`src/hdl/pgd_pkg.sv`:
```
package pgd_pkg;
	// ----------------------------------------------------------------
	// Register indices, byte address is four times the index
	// ----------------------------------------------------------------
	localparam logic [7:0] PGD_REG_CTRL = 8'hE0;
	localparam logic [7:0] PGD_REG_IRQ = 8'hE1;
	localparam logic [7:0] PGD_REG_LEN = 8'hE2;
	localparam logic [7:0] PGD_REG_TAP = 8'hE3;
	localparam logic [7:0] PGD_REG_EINS = 8'hE4;
	localparam logic [7:0] PGD_REG_SEED0 = 8'hE8;
	localparam logic [7:0] PGD_REG_SEED3 = 8'hEB;
	localparam logic [7:0] PGD_REG_DET0 = 8'hEC;
	localparam logic [7:0] PGD_REG_DET3 = 8'hEF;
	localparam logic [7:0] PGD_REG_UPDATE = 8'hF8;
	// ----------------------------------------------------------------
	// Field positions
	// ----------------------------------------------------------------
	localparam int PGD_CTRL_SEL_HI = 7;
	localparam int PGD_CTRL_SEL_LO = 6;
	localparam int PGD_CTRL_QRSS = 5;
	localparam int PGD_CTRL_PTYPE = 4;
	localparam int PGD_CTRL_TRANSMIT_INVERT = 3;
	localparam int PGD_CTRL_RECEIVE_INVERT = 2;
	localparam int PGD_CTRL_AUTO = 1;
	localparam int PGD_CTRL_MANS = 0;
	localparam int PGD_IEN_SYNC = 2;
	localparam int PGD_IEN_BERR = 1;
	localparam int PGD_IEN_XFER = 0;
	localparam int PGD_IRQ_EN_LO = 5;
	localparam int PGD_EINS_EVENT = 3;
	// ----------------------------------------------------------------
	// Reset values and timing counts
	// ----------------------------------------------------------------
	localparam logic [7:0] PGD_CTRL_RST = 8'h02;
	localparam logic [5:0] PGD_SYNC_BITS = 6'h30;
	localparam logic [5:0] PGD_WIN_BITS = 6'h30;
	localparam logic [3:0] PGD_LOSS_ERRS = 4'hA;
	localparam int PGD_ZRUN = 14;
	localparam int PGD_BIT_DIV = 4;

	// Top count of the insertion counter, one error per top+1 bits
	function automatic logic [23:0] pgd_rate_top(input logic [2:0] code);
		unique case (code)
			3'h1: pgd_rate_top = 24'h000009;
			3'h2: pgd_rate_top = 24'h000063;
			3'h3: pgd_rate_top = 24'h0003E7;
			3'h4: pgd_rate_top = 24'h00270F;
			3'h5: pgd_rate_top = 24'h01869F;
			3'h6: pgd_rate_top = 24'h0F423F;
			3'h7: pgd_rate_top = 24'h98967F;
			default: pgd_rate_top = 24'h000000;
		endcase
	endfunction : pgd_rate_top
endpackage : pgd_pkg

```
`src/hdl/pgd_pattern_step.sv`:
```
`timescale 1ns/10ps
module pgd_pattern_step #(
	parameter int WIDTH = 32,
	parameter int ZRUN = 14
) (
	input wire logic [WIDTH-1:0] state_in, // Shift register contents
	input wire logic [4:0] len_in, // Length field, last stage index
	input wire logic [4:0] tap_in, // Tap field, tap stage index
	input wire logic rep_in, // Repetitive pattern selected
	input wire logic qrss_in, // Zero suppression enabled
	output logic bit_out, // Pattern bit after suppression
	output logic [WIDTH-1:0] next_out // State after one bit
);
	logic raw;

	if (WIDTH < 32 || ZRUN > WIDTH) begin : g_bad_width
		$error("pgd_pattern_step: WIDTH must be 32 or more and cover ZRUN");
	end

	always_comb begin
		// Repetitive mode rotates the programmed length
		raw = rep_in ? state_in[len_in] : state_in[len_in] ^ state_in[tap_in];
		// Forced one keeps the line from a long run of zeros
		bit_out = raw | (qrss_in & (state_in[ZRUN-1:0] == '0));
		next_out = {state_in[WIDTH-2:0], raw};
	end
endmodule : pgd_pattern_step

```
`src/hdl/pgd_pattern_gen_detect.sv`:
```
`timescale 1ns/10ps
module pgd_pattern_gen_detect import pgd_pkg::*; #(
	parameter int BIT_DIV = PGD_BIT_DIV
) (
	input wire logic mclk_in, // 10 MHz clock
	input wire logic rst_b_in, // Asynchronous reset, active low
	input wire logic psel_in, // APB select
	input wire logic penable_in, // APB enable
	input wire logic pwrite_in, // APB write
	input wire logic [9:0] paddr_in, // APB byte address
	input wire logic [31:0] pwdata_in, // APB write data
	output logic [31:0] prdata_out, // APB read data
	output logic pready_out, // APB ready
	output logic pslverr_out, // APB error on unmapped address
	input wire logic rx_data_in, // Received line bit
	output logic tx_data_out, // Transmitted line bit
	output logic bit_en_out, // One-cycle bit rate strobe
	output logic irq_out // Interrupt request, active high
);
	typedef struct packed {
		logic rx_meta;
		logic rx_sync;
		logic [7:0] div_cnt;
		logic [7:0] ctrl;
		logic [2:0] ien;
		logic [4:0] len;
		logic [4:0] tap;
		logic [3:0] eins;
		logic [31:0] seed;
		logic [31:0] gen;
		logic [31:0] det;
		logic [31:0] rxpat;
		logic [31:0] bitcnt;
		logic [31:0] errcnt;
		logic [31:0] hold_pat;
		logic [31:0] hold_err;
		logic [31:0] hold_bit;
		logic sync;
		logic sync_f;
		logic be_f;
		logic xfer_f;
		logic ovr_f;
		logic [5:0] match_cnt;
		logic [5:0] win_cnt;
		logic [3:0] win_err;
		logic mans_d;
		logic event_d;
		logic ins_pend;
		logic [23:0] rate_cnt;
		logic tx_bit;
		logic [31:0] prdata;
	} pgd_state_s;

	pgd_state_s r;
	pgd_state_s n;
	logic bit_en, acc, wr, rd_irq, cap, hit, resync, ev_edge, rate_hit, err_ins;
	logic rxb, d_err, g_bit, d_bit, loss;
	logic [7:0] idx;
	logic [7:0] rdval;
	logic [31:0] g_next, d_next, sel_val;
	logic [3:0] win_err_new;

	if (BIT_DIV < 1 || BIT_DIV > 256) begin : g_bad_div
		$error("pgd_pattern_gen_detect: BIT_DIV must be 1 to 256");
	end

	pgd_pattern_step #(.WIDTH(32), .ZRUN(PGD_ZRUN)) u_gen_step (
		.state_in(r.gen),
		.len_in(r.len),
		.tap_in(r.tap),
		.rep_in(r.ctrl[PGD_CTRL_PTYPE]),
		.qrss_in(r.ctrl[PGD_CTRL_QRSS]),
		.bit_out(g_bit),
		.next_out(g_next)
	);

	pgd_pattern_step #(.WIDTH(32), .ZRUN(PGD_ZRUN)) u_det_step (
		.state_in(r.det),
		.len_in(r.len),
		.tap_in(r.tap),
		.rep_in(r.ctrl[PGD_CTRL_PTYPE]),
		.qrss_in(r.ctrl[PGD_CTRL_QRSS]),
		.bit_out(d_bit),
		.next_out(d_next)
	);

	// ----------------------------------------------------------------
	// Bus decode and read mux
	// ----------------------------------------------------------------
	assign idx = paddr_in[9:2];
	assign acc = psel_in & penable_in;
	assign hit = (idx >= PGD_REG_CTRL && idx <= PGD_REG_EINS) ||
		(idx >= PGD_REG_SEED0 && idx <= PGD_REG_DET3) || idx == PGD_REG_UPDATE;
	assign wr = acc & pwrite_in & hit;
	assign rd_irq = acc & ~pwrite_in & (idx == PGD_REG_IRQ);
	assign cap = wr & ((idx >= PGD_REG_DET0 && idx <= PGD_REG_DET3) || idx == PGD_REG_UPDATE);
	// Read data is registered in the setup cycle, so no wait state is needed
	assign pready_out = 1'b1;
	assign pslverr_out = acc & ~hit;
	assign prdata_out = r.prdata;
	assign tx_data_out = r.tx_bit;
	assign bit_en_out = bit_en;
	assign irq_out = |(r.ien & {r.sync_f, r.be_f, r.xfer_f});

	always_comb begin
		unique case (r.ctrl[PGD_CTRL_SEL_HI:PGD_CTRL_SEL_LO])
			2'h2: sel_val = r.hold_err;
			2'h3: sel_val = r.hold_bit;
			default: sel_val = r.hold_pat;
		endcase
		unique case (idx)
			PGD_REG_CTRL: rdval = r.ctrl;
			PGD_REG_IRQ: rdval = {r.ien, r.sync, r.sync_f, r.be_f, r.xfer_f, r.ovr_f};
			PGD_REG_LEN: rdval = {3'h0, r.len};
			PGD_REG_TAP: rdval = {3'h0, r.tap};
			PGD_REG_EINS: rdval = {4'h0, r.eins};
			8'hE8, 8'hE9, 8'hEA, 8'hEB: rdval = r.seed[8*idx[1:0] +: 8];
			8'hEC, 8'hED, 8'hEE, 8'hEF: rdval = sel_val[8*idx[1:0] +: 8];
			default: rdval = 8'h00;
		endcase
	end

	// ----------------------------------------------------------------
	// Next state
	// ----------------------------------------------------------------
	always_comb begin
		n = r;
		bit_en = r.div_cnt == 8'(BIT_DIV - 1);
		n.div_cnt = bit_en ? 8'h00 : r.div_cnt + 8'h01;
		n.rx_meta = rx_data_in;
		n.rx_sync = r.rx_meta;
		if (psel_in & ~penable_in & ~pwrite_in) begin
			n.prdata = {24'h000000, rdval};
		end
		if (wr) begin
			unique case (idx)
				PGD_REG_CTRL: n.ctrl = pwdata_in[7:0];
				PGD_REG_IRQ: n.ien = pwdata_in[7:PGD_IRQ_EN_LO];
				PGD_REG_LEN: n.len = pwdata_in[4:0];
				PGD_REG_TAP: n.tap = pwdata_in[4:0];
				PGD_REG_EINS: n.eins = pwdata_in[3:0];
				8'hE8, 8'hE9, 8'hEA, 8'hEB: n.seed[8*idx[1:0] +: 8] = pwdata_in[7:0];
				default: n.ctrl = r.ctrl;
			endcase
		end

		// Edge detectors run on the stored control bits
		n.mans_d = r.ctrl[PGD_CTRL_MANS];
		n.event_d = r.eins[PGD_EINS_EVENT];
		resync = r.ctrl[PGD_CTRL_MANS] & ~r.mans_d;
		ev_edge = r.eins[PGD_EINS_EVENT] & ~r.event_d;

		// Generator with error insertion
		rate_hit = (r.eins[2:0] != 3'h0) && (r.rate_cnt == pgd_rate_top(r.eins[2:0]));
		err_ins = r.ins_pend | rate_hit;
		n.ins_pend = ev_edge | (r.ins_pend & ~bit_en);
		if (bit_en) begin
			n.gen = g_next;
			n.tx_bit = g_bit ^ r.ctrl[PGD_CTRL_TRANSMIT_INVERT] ^ err_ins;
			if (r.eins[2:0] == 3'h0 || rate_hit) begin
				n.rate_cnt = 24'h000000;
			end else begin
				n.rate_cnt = r.rate_cnt + 24'h000001;
			end
		end
		if (wr && idx == PGD_REG_SEED3) begin
			n.gen = {pwdata_in[7:0], r.seed[23:0]};
		end

		// Detector
		rxb = r.rx_sync ^ r.ctrl[PGD_CTRL_RECEIVE_INVERT];
		d_err = rxb != d_bit;
		win_err_new = (d_err && r.win_err != 4'hF) ? r.win_err + 4'h1 : r.win_err;
		loss = r.ctrl[PGD_CTRL_AUTO] && win_err_new >= PGD_LOSS_ERRS;
		if (bit_en) begin
			n.rxpat = {r.rxpat[30:0], rxb};
			if (!r.sync) begin
				// Search: load received bits so the register self-aligns
				n.det = {r.det[30:0], rxb};
				n.match_cnt = d_err ? 6'h00 : r.match_cnt + 6'h01;
				if (!d_err && r.match_cnt == PGD_SYNC_BITS - 6'h01) begin
					n.sync = 1'b1;
					n.match_cnt = 6'h00;
				end
				n.win_cnt = 6'h00;
				n.win_err = 4'h0;
			end else begin
				n.det = d_next;
				if (r.bitcnt != 32'hFFFFFFFF) begin
					n.bitcnt = r.bitcnt + 32'h00000001;
				end
				if (d_err && r.errcnt != 32'hFFFFFFFF) begin
					n.errcnt = r.errcnt + 32'h00000001;
				end
				n.win_cnt = r.win_cnt + 6'h01;
				n.win_err = win_err_new;
				if (r.win_cnt == PGD_WIN_BITS - 6'h01) begin
					n.win_cnt = 6'h00;
					n.win_err = 4'h0;
					n.sync = ~loss;
				end
			end
		end
		if (resync) begin
			n.sync = 1'b0;
			n.match_cnt = 6'h00;
		end

		// Accumulation capture; counters restart from zero
		if (cap) begin
			n.hold_pat = r.rxpat;
			n.hold_err = r.errcnt;
			n.hold_bit = r.bitcnt;
			n.bitcnt = 32'h00000000;
			n.errcnt = 32'h00000000;
		end

		// Flags: read clears only what the read returned, so set wins
		if (rd_irq) begin
			n.sync_f = r.sync_f & ~r.prdata[3];
			n.be_f = r.be_f & ~r.prdata[2];
			n.xfer_f = r.xfer_f & ~r.prdata[1];
			n.ovr_f = r.ovr_f & ~r.prdata[0];
		end
		n.sync_f = n.sync_f | (n.sync != r.sync);
		n.be_f = n.be_f | (bit_en & r.sync & d_err);
		n.xfer_f = n.xfer_f | cap;
		n.ovr_f = n.ovr_f | (cap & r.xfer_f);
	end

	always_ff @(posedge mclk_in or negedge rst_b_in) begin
		if (!rst_b_in) begin
			r <= '0;
			r.ctrl <= PGD_CTRL_RST;
		end else begin
			r <= n;
		end
	end
endmodule : pgd_pattern_gen_detect

```
`config.mk`:
```
export PLATFORM = sky130hd
export DESIGN_NAME = pgd_pattern_gen_detect
export DESIGN_NICKNAME = d
export VERILOG_FILES = /design/src/hdl/pgd_pkg.sv /design/src/hdl/pgd_pattern_step.sv /design/src/hdl/pgd_pattern_gen_detect.sv
export SDC_FILE = /design/constraint.sdc
export NUM_CORES = 1
export LEC_CHECK = 0
export ABC_AREA = 1
export BUFFER_PORTS_ARGS = -buffer_cell sky130_fd_sc_hd__buf_2
export CORE_ASPECT_RATIO = 0.75
export CORE_MARGIN = 8
export CORE_UTILIZATION = 50
export CTS_BUF_LIST = sky130_fd_sc_hd__clkbuf_8
export DETAILED_ROUTE_END_ITERATION = 10
export PLACE_DENSITY = 0.67
export SYNTH_ARGS = -nofsm -noshare
export SYNTH_HDL_FRONTEND = slang
export SYNTH_SLANG_ARGS = --single-unit
```
`constraint.sdc`:
```
create_clock -name mclk_in -period 9.2 [get_ports mclk_in]
set_input_delay 2.76 -clock mclk_in [delete_from_list [all_inputs] [get_ports mclk_in]]
set_output_delay 2.76 -clock mclk_in [all_outputs]
set_load 0.1 [all_outputs]
```
# Yosys cells after proc, flatten, opt, wreduce, memory -nomap -nowiden
# Index checks and enable logic that the tools add are counted.
[word_totals] regBits=380 in_bits=48 output_inout_bits=37
[op_classes] addsub=8 n_lt_le_gt_ge=8 eq_ne=33 shifts=4 muxes=38 bitwise_logic=46 n_reduce_logical=36
[ops] operator="24-bit one-hot mux with 7 select lines" count=1
[ops] operator="160-bit two-way mux" count=1
[ops] operator="32-bit two-way mux" count=4
[ops] operator="64-bit two-way mux" count=2
[ops] operator="8-bit == test (second input constant)" count=14
[ops] operator="32-bit by 1-bit adder with 32-bit output (second input constant)" count=2
[ops] operator="32-bit != test (second input constant)" count=2
[ops] operator="32-bit one-hot mux with 2 select lines" count=1
[ops] operator="32-bit by 6-bit variable part select with 8-bit output" count=2
[ops] operator="8-bit one-hot mux with 7 select lines" count=1
[ops] operator="5-bit negator with 34-bit output" count=1
[ops] operator="8-bit by 34-bit variable shift with 32-bit output (first input constant)" count=1
[ops] operator="8-bit by 34-bit variable part select with 32-bit output" count=1
[ops] operator="32-bit bitwise mux" count=1
[ops] operator="14-bit logical NOT" count=2
[ops] operator="24-bit by 1-bit adder with 24-bit output (second input constant)" count=1
[ops] operator="24-bit == test" count=1
[ops] operator="8-bit greater-or-equal comparator (second input constant)" count=3
[ops] operator="24-bit two-way mux" count=1
[ops] operator="6-bit two-way mux" count=4
[ops] operator="1-bit AND" count=21
[ops] operator="1-bit binary-select mux with 5-bit select" count=4
[ops] operator="10-bit two-way mux" count=2
[ops] operator="8-bit less-or-equal comparator (second input constant)" count=2
[ops] operator="other kinds (32)" count=98

# Longest topological paths before layout
[depth] ltp_word=17 ltp_mapped=23 ltp_nobuf=21

# Modules after synthesis
# A second synthesis with hierarchy kept.
[hier_totals] cells_unflattened=2934 area_unflattened_um2=21592.0
[by_module_without_submodules] mod="pgd_pattern_gen_detect" n_inst=1 cells_each=2518 area_per_inst_um2=19387.3 seq_area_each_um2=9510.4
[by_module_without_submodules] mod="pgd_pattern_step" n_inst=2 cells_each=208 area_per_inst_um2=1102.3 seq_area_each_um2=0.0

# Worst setup path after synthesis
# No wires, ideal clock.
[synth_timing] path_type="input to output" from="input paddr_in[2]" to="output pslverr_out" t_arrival_ns=5.451 path_slack_ns=0.989 stages=10 path_buffers=3 cell_sequence="clkbuf_1 -> clkinv_1 -> clkbuf_1 -> ha_1 -> buf_2 -> inv_2 -> nor4_1 -> inv_2 -> nand4_1 -> nor2_1"
[synth_between] elab_chain_len=6 word_cells_on_any_way=11 cone_classes="4 x order compare; 1 x eq/ne; 2 x bitwise; 4 x reduce/logical"
[synth_rtl] element="start, declared" line_no="pgd_pattern_gen_detect.sv:10" rtl="input wire logic [9:0] paddr_in,"
[synth_rtl] element="8-bit greater-or-equal comparator, or another cell as far along" line_no="pgd_pattern_gen_detect.sv:92" rtl="assign hit = (idx >= PGD_REG_CTRL && idx <= PGD_REG_EINS) ||"
[synth_rtl] element="1-bit logical AND (on tied branches)" line_no="pgd_pattern_gen_detect.sv:92, pgd_pattern_gen_detect.sv:93"
[synth_rtl] element="1-bit logical OR" line_no="pgd_pattern_gen_detect.sv:92"
[synth_rtl] element="1-bit logical OR (*)" line_no="pgd_pattern_gen_detect.sv:93" rtl="(idx >= PGD_REG_SEED0 && idx <= PGD_REG_DET3) || idx == PGD_REG_UPDATE;"
[synth_rtl] element="1-bit NOT (*)" line_no="pgd_pattern_gen_detect.sv:99" rtl="assign pslverr_out = acc & ~hit;"
[synth_rtl] element="1-bit AND (*)" line_no="pgd_pattern_gen_detect.sv:99"
[synth_rtl] element="end, declared" line_no="pgd_pattern_gen_detect.sv:14" rtl="output logic pslverr_out,"
# Mark *: on every way between the ends. The rest lies on a longest branch, timed or not.

# Final worst setup path
[layout_timing] from="input paddr_in[3]" to="output pslverr_out"
# Same word-level chain as after synthesis.

==> reports/summary.json <==
{
  "ioPinCount": {"value": 85},
  "grt_pass1_wl": {"value": 95000, "unit": "um"},
  "timing.final.crit_share": {"value": 0.825},
  "synth_flop_type": {"value": "sky130_fd_sc_hd__dfrtp_1"},
  "seq_power_share": {"value": 0.488},
  "cts_repair_resize_count": {"value": 0},
  "drcViolationCount": {"value": 0},
  "worst_setup_path_end_kind": {"value": "primary output"},
  "final_nets": {"value": 2622},
  "final-max-slew-violation-count": {"value": 0},
  "cts_hold_repair_buffers": {"value": 0},
  "worst-setup-path-type": {"value": "input pin to primary output"},
  "cellPowerDensity": {"value": 162, "unit": "nW/um^2"},
  "worst_ep_arrival_time": {"value": 4.83, "unit": "ns"},
  "routed_via_density": {"value": 5.78},
  "clk_pin_slew": {"value": 0.06, "unit": "ns"},
  "crit_required": {"value": 6.44, "unit": "ns"},
  "post_synthesis_area_per_instance": {"value": 7.78, "unit": "um^2"},
  "timing_hold_violations_final": {"value": 0},
  "h_tree_lvl_count": {"value": 2},
  "finalWorstPathRequiredPeriod": {"value": 7.59, "unit": "ns"},
  "die_area": {"value": 46900, "unit": "um^2"},
  "internal_pwr_total": {"value": 2600, "unit": "uW"},
  "final.fill_count": {"value": 3725},
  "worst_clock_skew": {"value": 0.0226, "unit": "ns"},
  "vdd_drop_max": {"value": 116, "unit": "uV"},
  "status": {"value": "finished, final reports clean"},
  "most_frequent_cells_in_the_layout": {"value": "sky130_fd_sc_hd__nand2_1 (643), sky130_fd_sc_hd__dfrtp_1 (379), sky130_fd_sc_hd__o21ai_0 (290), sky130_fd_sc_hd__inv_1 (269), sky130_fd_sc_hd__nand3_1 (230)"},
  "comb_power_share": {"value": 0.068},
  "avgRoutedWirePerCell": {"value": 19.0, "unit": "um"},
  "layout_commonest_cell": {"value": "sky130_fd_sc_hd__nand2_1"},
  "maxSlewHeadroom": {"value": 0.268},
  "detailed_route_iter0_violations": {"value": 2184},
  "synth-async-reset-ratio": {"value": 1.00},
  "share_of_the_yosys_chip_area_belonging_to_registers": {"value": 0.474},
  "setup_violations": {"value": 0},
  "core_region_area": {"value": 39600, "unit": "um^2"},
  "postLayoutCoreUtil": {"value": 0.549},
  "layout-area-overhead-vs-synth": {"value": 8.26, "unit": "%"},
  "clock_tree.root_cell": {"value": "sky130_fd_sc_hd__clkbuf_8"},
  "final_total_negative_setup_slack": {"value": 0, "unit": "ns"},
  "first_global_vias": {"value": 16600},
  "ys_ff_latch": {"value": 380},
  "cts.path.max_buffers": {"value": 3},
  "cts_setup_buffers": {"value": 0},
  "placedCellCount": {"value": 3020},
  "drive_above_1_share": {"value": 0.0701},
  "netlist_area": {"value": 20100, "unit": "um^2"},
  "initial_core_util": {"value": 0.507},
  "synth_cells": {"value": 2581},
  "routed_wl": {"value": 59400, "unit": "um"},
  "max-cap-violations": {"value": 0},
  "max_slew.worst_pin.slew": {"value": 1.10, "unit": "ns"},
  "detail_route.first_pass.iterations": {"value": 6},
  "critical_path.max_fanout": {"value": 13},
  "grt_usage": {"value": 0.253},
  "hold_path_depth": {"value": 0},
  "die_height": {"value": 190, "unit": "um"},
  "tritoncts.num_buffers": {"value": 60},
  "switching_power": {"value": 922, "unit": "uW"},
  "grt_max_degree": {"value": 174},
  "via_count": {"value": 18100},
  "sequential_cell_area": {"value": 9510, "unit": "um^2"},
  "swShare": {"value": 0.262},
  "synth_edf_count": {"value": 0},
  "regToRegSetupSlack": {"value": 5.31, "unit": "ns"},
  "leakage_power_of_the_design": {"value": 0.0101, "unit": "uW"},
  "antenna_found_initial": {"value": 1},
  "place_hpwl": {"value": 41600, "unit": "um"},
  "grt_setup_unrepaired": {"value": "no"},
  "holdCritPathClass": {"value": "flip-flop to flip-flop"},
  "std_cell_rows": {"value": 63},
  "ys.warnings.count": {"value": 0},
  "timing.critical_path.from_type": {"value": "input pin"},
  "buffer_ports.inserted": {"value": 33},
  "max_freq": {"value": 132, "unit": "MHz"},
  "reg2regPathDepth": {"value": 18},
  "grt_overflow_total": {"value": 0},
  "multi_input_comb_area": {"value": 8900, "unit": "um^2"},
  "post-layout-total-power": {"value": 3520, "unit": "uW"},
  "synthDistinctLibCells": {"value": 53},
  "die_w": {"value": 247, "unit": "um"},
  "gp_congestion": {"value": 0.963},
  "tritoncts": {"value": "built"},
  "insertion_delay": {"value": 0.66, "unit": "ns"},
  "clockPowerShare": {"value": 0.444},
  "ant_nets": {"value": 0},
  "final_cells": {"value": 3133},
  "tritoncts_num_sinks": {"value": 380}
}
state kept, by name (all words and copies together), names as in the netlist:
name,count
n,3
prdata_out,8
r,368
tx_data_out,1
layout make-up:
cell class | instances | share of cell area
Antenna cell | 1 | 0.000115
Clock buffer | 90 | 0.0570
Clock inverter | 22 | 0.00432
Inverter | 271 | 0.0469
Multi-Input combinational cell | 1799 | 0.410
Sequential cell | 380 | 0.438
Tap cell | 520 | 0.0299
Timing Repair Buffer | 50 | 0.0145
worst paths after layout:
kind                             startpoint     endpoint
worst max-delay path            paddr_in[3]  pslverr_out
worst min-delay path                 n[402]       r[402]
worst max register to register       r[378]       r[196]
worst min register to register       n[402]       r[402]
max in group asynchronous          rst_b_in       r[249]
min in group asynchronous          rst_b_in        r[42]
cells in the mapped netlist (4+ instances only):
library cell / n / area [um^2]
sky130_fd_sc_hd__o21ai_0: 290 / 1450
sky130_fd_sc_hd__nor4_1: 28 / 175
sky130_fd_sc_hd__dfrtp_1: 379 / 9480
sky130_fd_sc_hd__o22ai_1: 41 / 257
sky130_fd_sc_hd__buf_2: 19 / 95.1
sky130_fd_sc_hd__or2_2: 4 / 25.0
sky130_fd_sc_hd__nand2_2: 5 / 31.3
sky130_fd_sc_hd__o221ai_1: 35 / 307
sky130_fd_sc_hd__nand3_1: 230 / 1150
sky130_fd_sc_hd__nand4_1: 37 / 231
sky130_fd_sc_hd__a21oi_1: 78 / 390
sky130_fd_sc_hd__inv_1: 253 / 950
sky130_fd_sc_hd__nor3b_1: 5 / 37.5
sky130_fd_sc_hd__clkbuf_1: 88 / 330
sky130_fd_sc_hd__a211oi_1: 8 / 60.1
sky130_fd_sc_hd__xor2_1: 65 / 569
sky130_fd_sc_hd__nor2_1: 144 / 541
sky130_fd_sc_hd__nand2_1: 643 / 2410
sky130_fd_sc_hd__nor3_2: 4 / 40.0
sky130_fd_sc_hd__buf_1: 11 / 41.3
sky130_fd_sc_hd__o31ai_1: 13 / 97.6
sky130_fd_sc_hd__nor3_1: 75 / 375
sky130_fd_sc_hd__clkinv_1: 5 / 18.8
sky130_fd_sc_hd__inv_2: 12 / 45.0
sky130_fd_sc_hd__xnor2_1: 9 / 78.8
sky130_fd_sc_hd__o211ai_1: 13 / 97.6
sky130_fd_sc_hd__ha_1: 12 / 150
sky130_fd_sc_hd__buf_4: 33 / 248
cell families after synthesis:
| family | synth area share |
|---|---|
| buf+inv | 0.0880 |
| flops | 0.474 |
| xor+xnor | 0.0323 |
| compound gates | 0.140 |
| fa+ha+maj | 0.00748 |
| other cells | 0.000374 |
| simple gates | 0.258 |
power groups by stage:
stage,Clock (uW),Sequential (uW),Combinational (uW)
3_5_place_dp,0,1750,238
6_report,1570,1720,239
3_3_place_gp,0,1750,234
2_1_floorplan,0,1760,150
4_1_cts,1590,1720,238
5_1_grt,1670,1720,263
metrics by stage:
step           setup WS [ns]  cell area (um^2)  hold WS [ns]
2_1_floorplan          0.989             20200         0.331
3_3_place_gp            1.66             20400         0.346
3_5_place_dp            1.64             20400         0.337
4_1_cts                 1.63             21700         0.364
5_1_grt                 1.39             21700         0.368
6_report                1.61             21700         0.342
layer usage:
| layer | part of all wire | GRT usage | routed length [um] | up-vias |
|---|---|---|---|---|
| met2 | 0.40 | 0.338 | 23600 | 772 |
| met5 | 0 | 0 | 0 | - |
| li1 | - | - | - | 8512 |
| met1 | 0.48 | 0.404 | 28700 | 8709 |
| met3 | 0.098 | 0.0528 | 5850 | 104 |
| met4 | 0.021 | 0.0687 | 1230 | 0 |
critical path, cell delays in order:
cell and delay, ns:
sky130_fd_sc_hd__buf_2 0.18, sky130_fd_sc_hd__inv_1 0.32, sky130_fd_sc_hd__ha_1 0.43, sky130_fd_sc_hd__inv_2 0.12, sky130_fd_sc_hd__nor4_1 0.39, sky130_fd_sc_hd__inv_2 0.12
sky130_fd_sc_hd__nand4_1 0.13, sky130_fd_sc_hd__nor2_1 0.07, sky130_fd_sc_hd__buf_2 0.29
(Power assumes the default switching activity.)
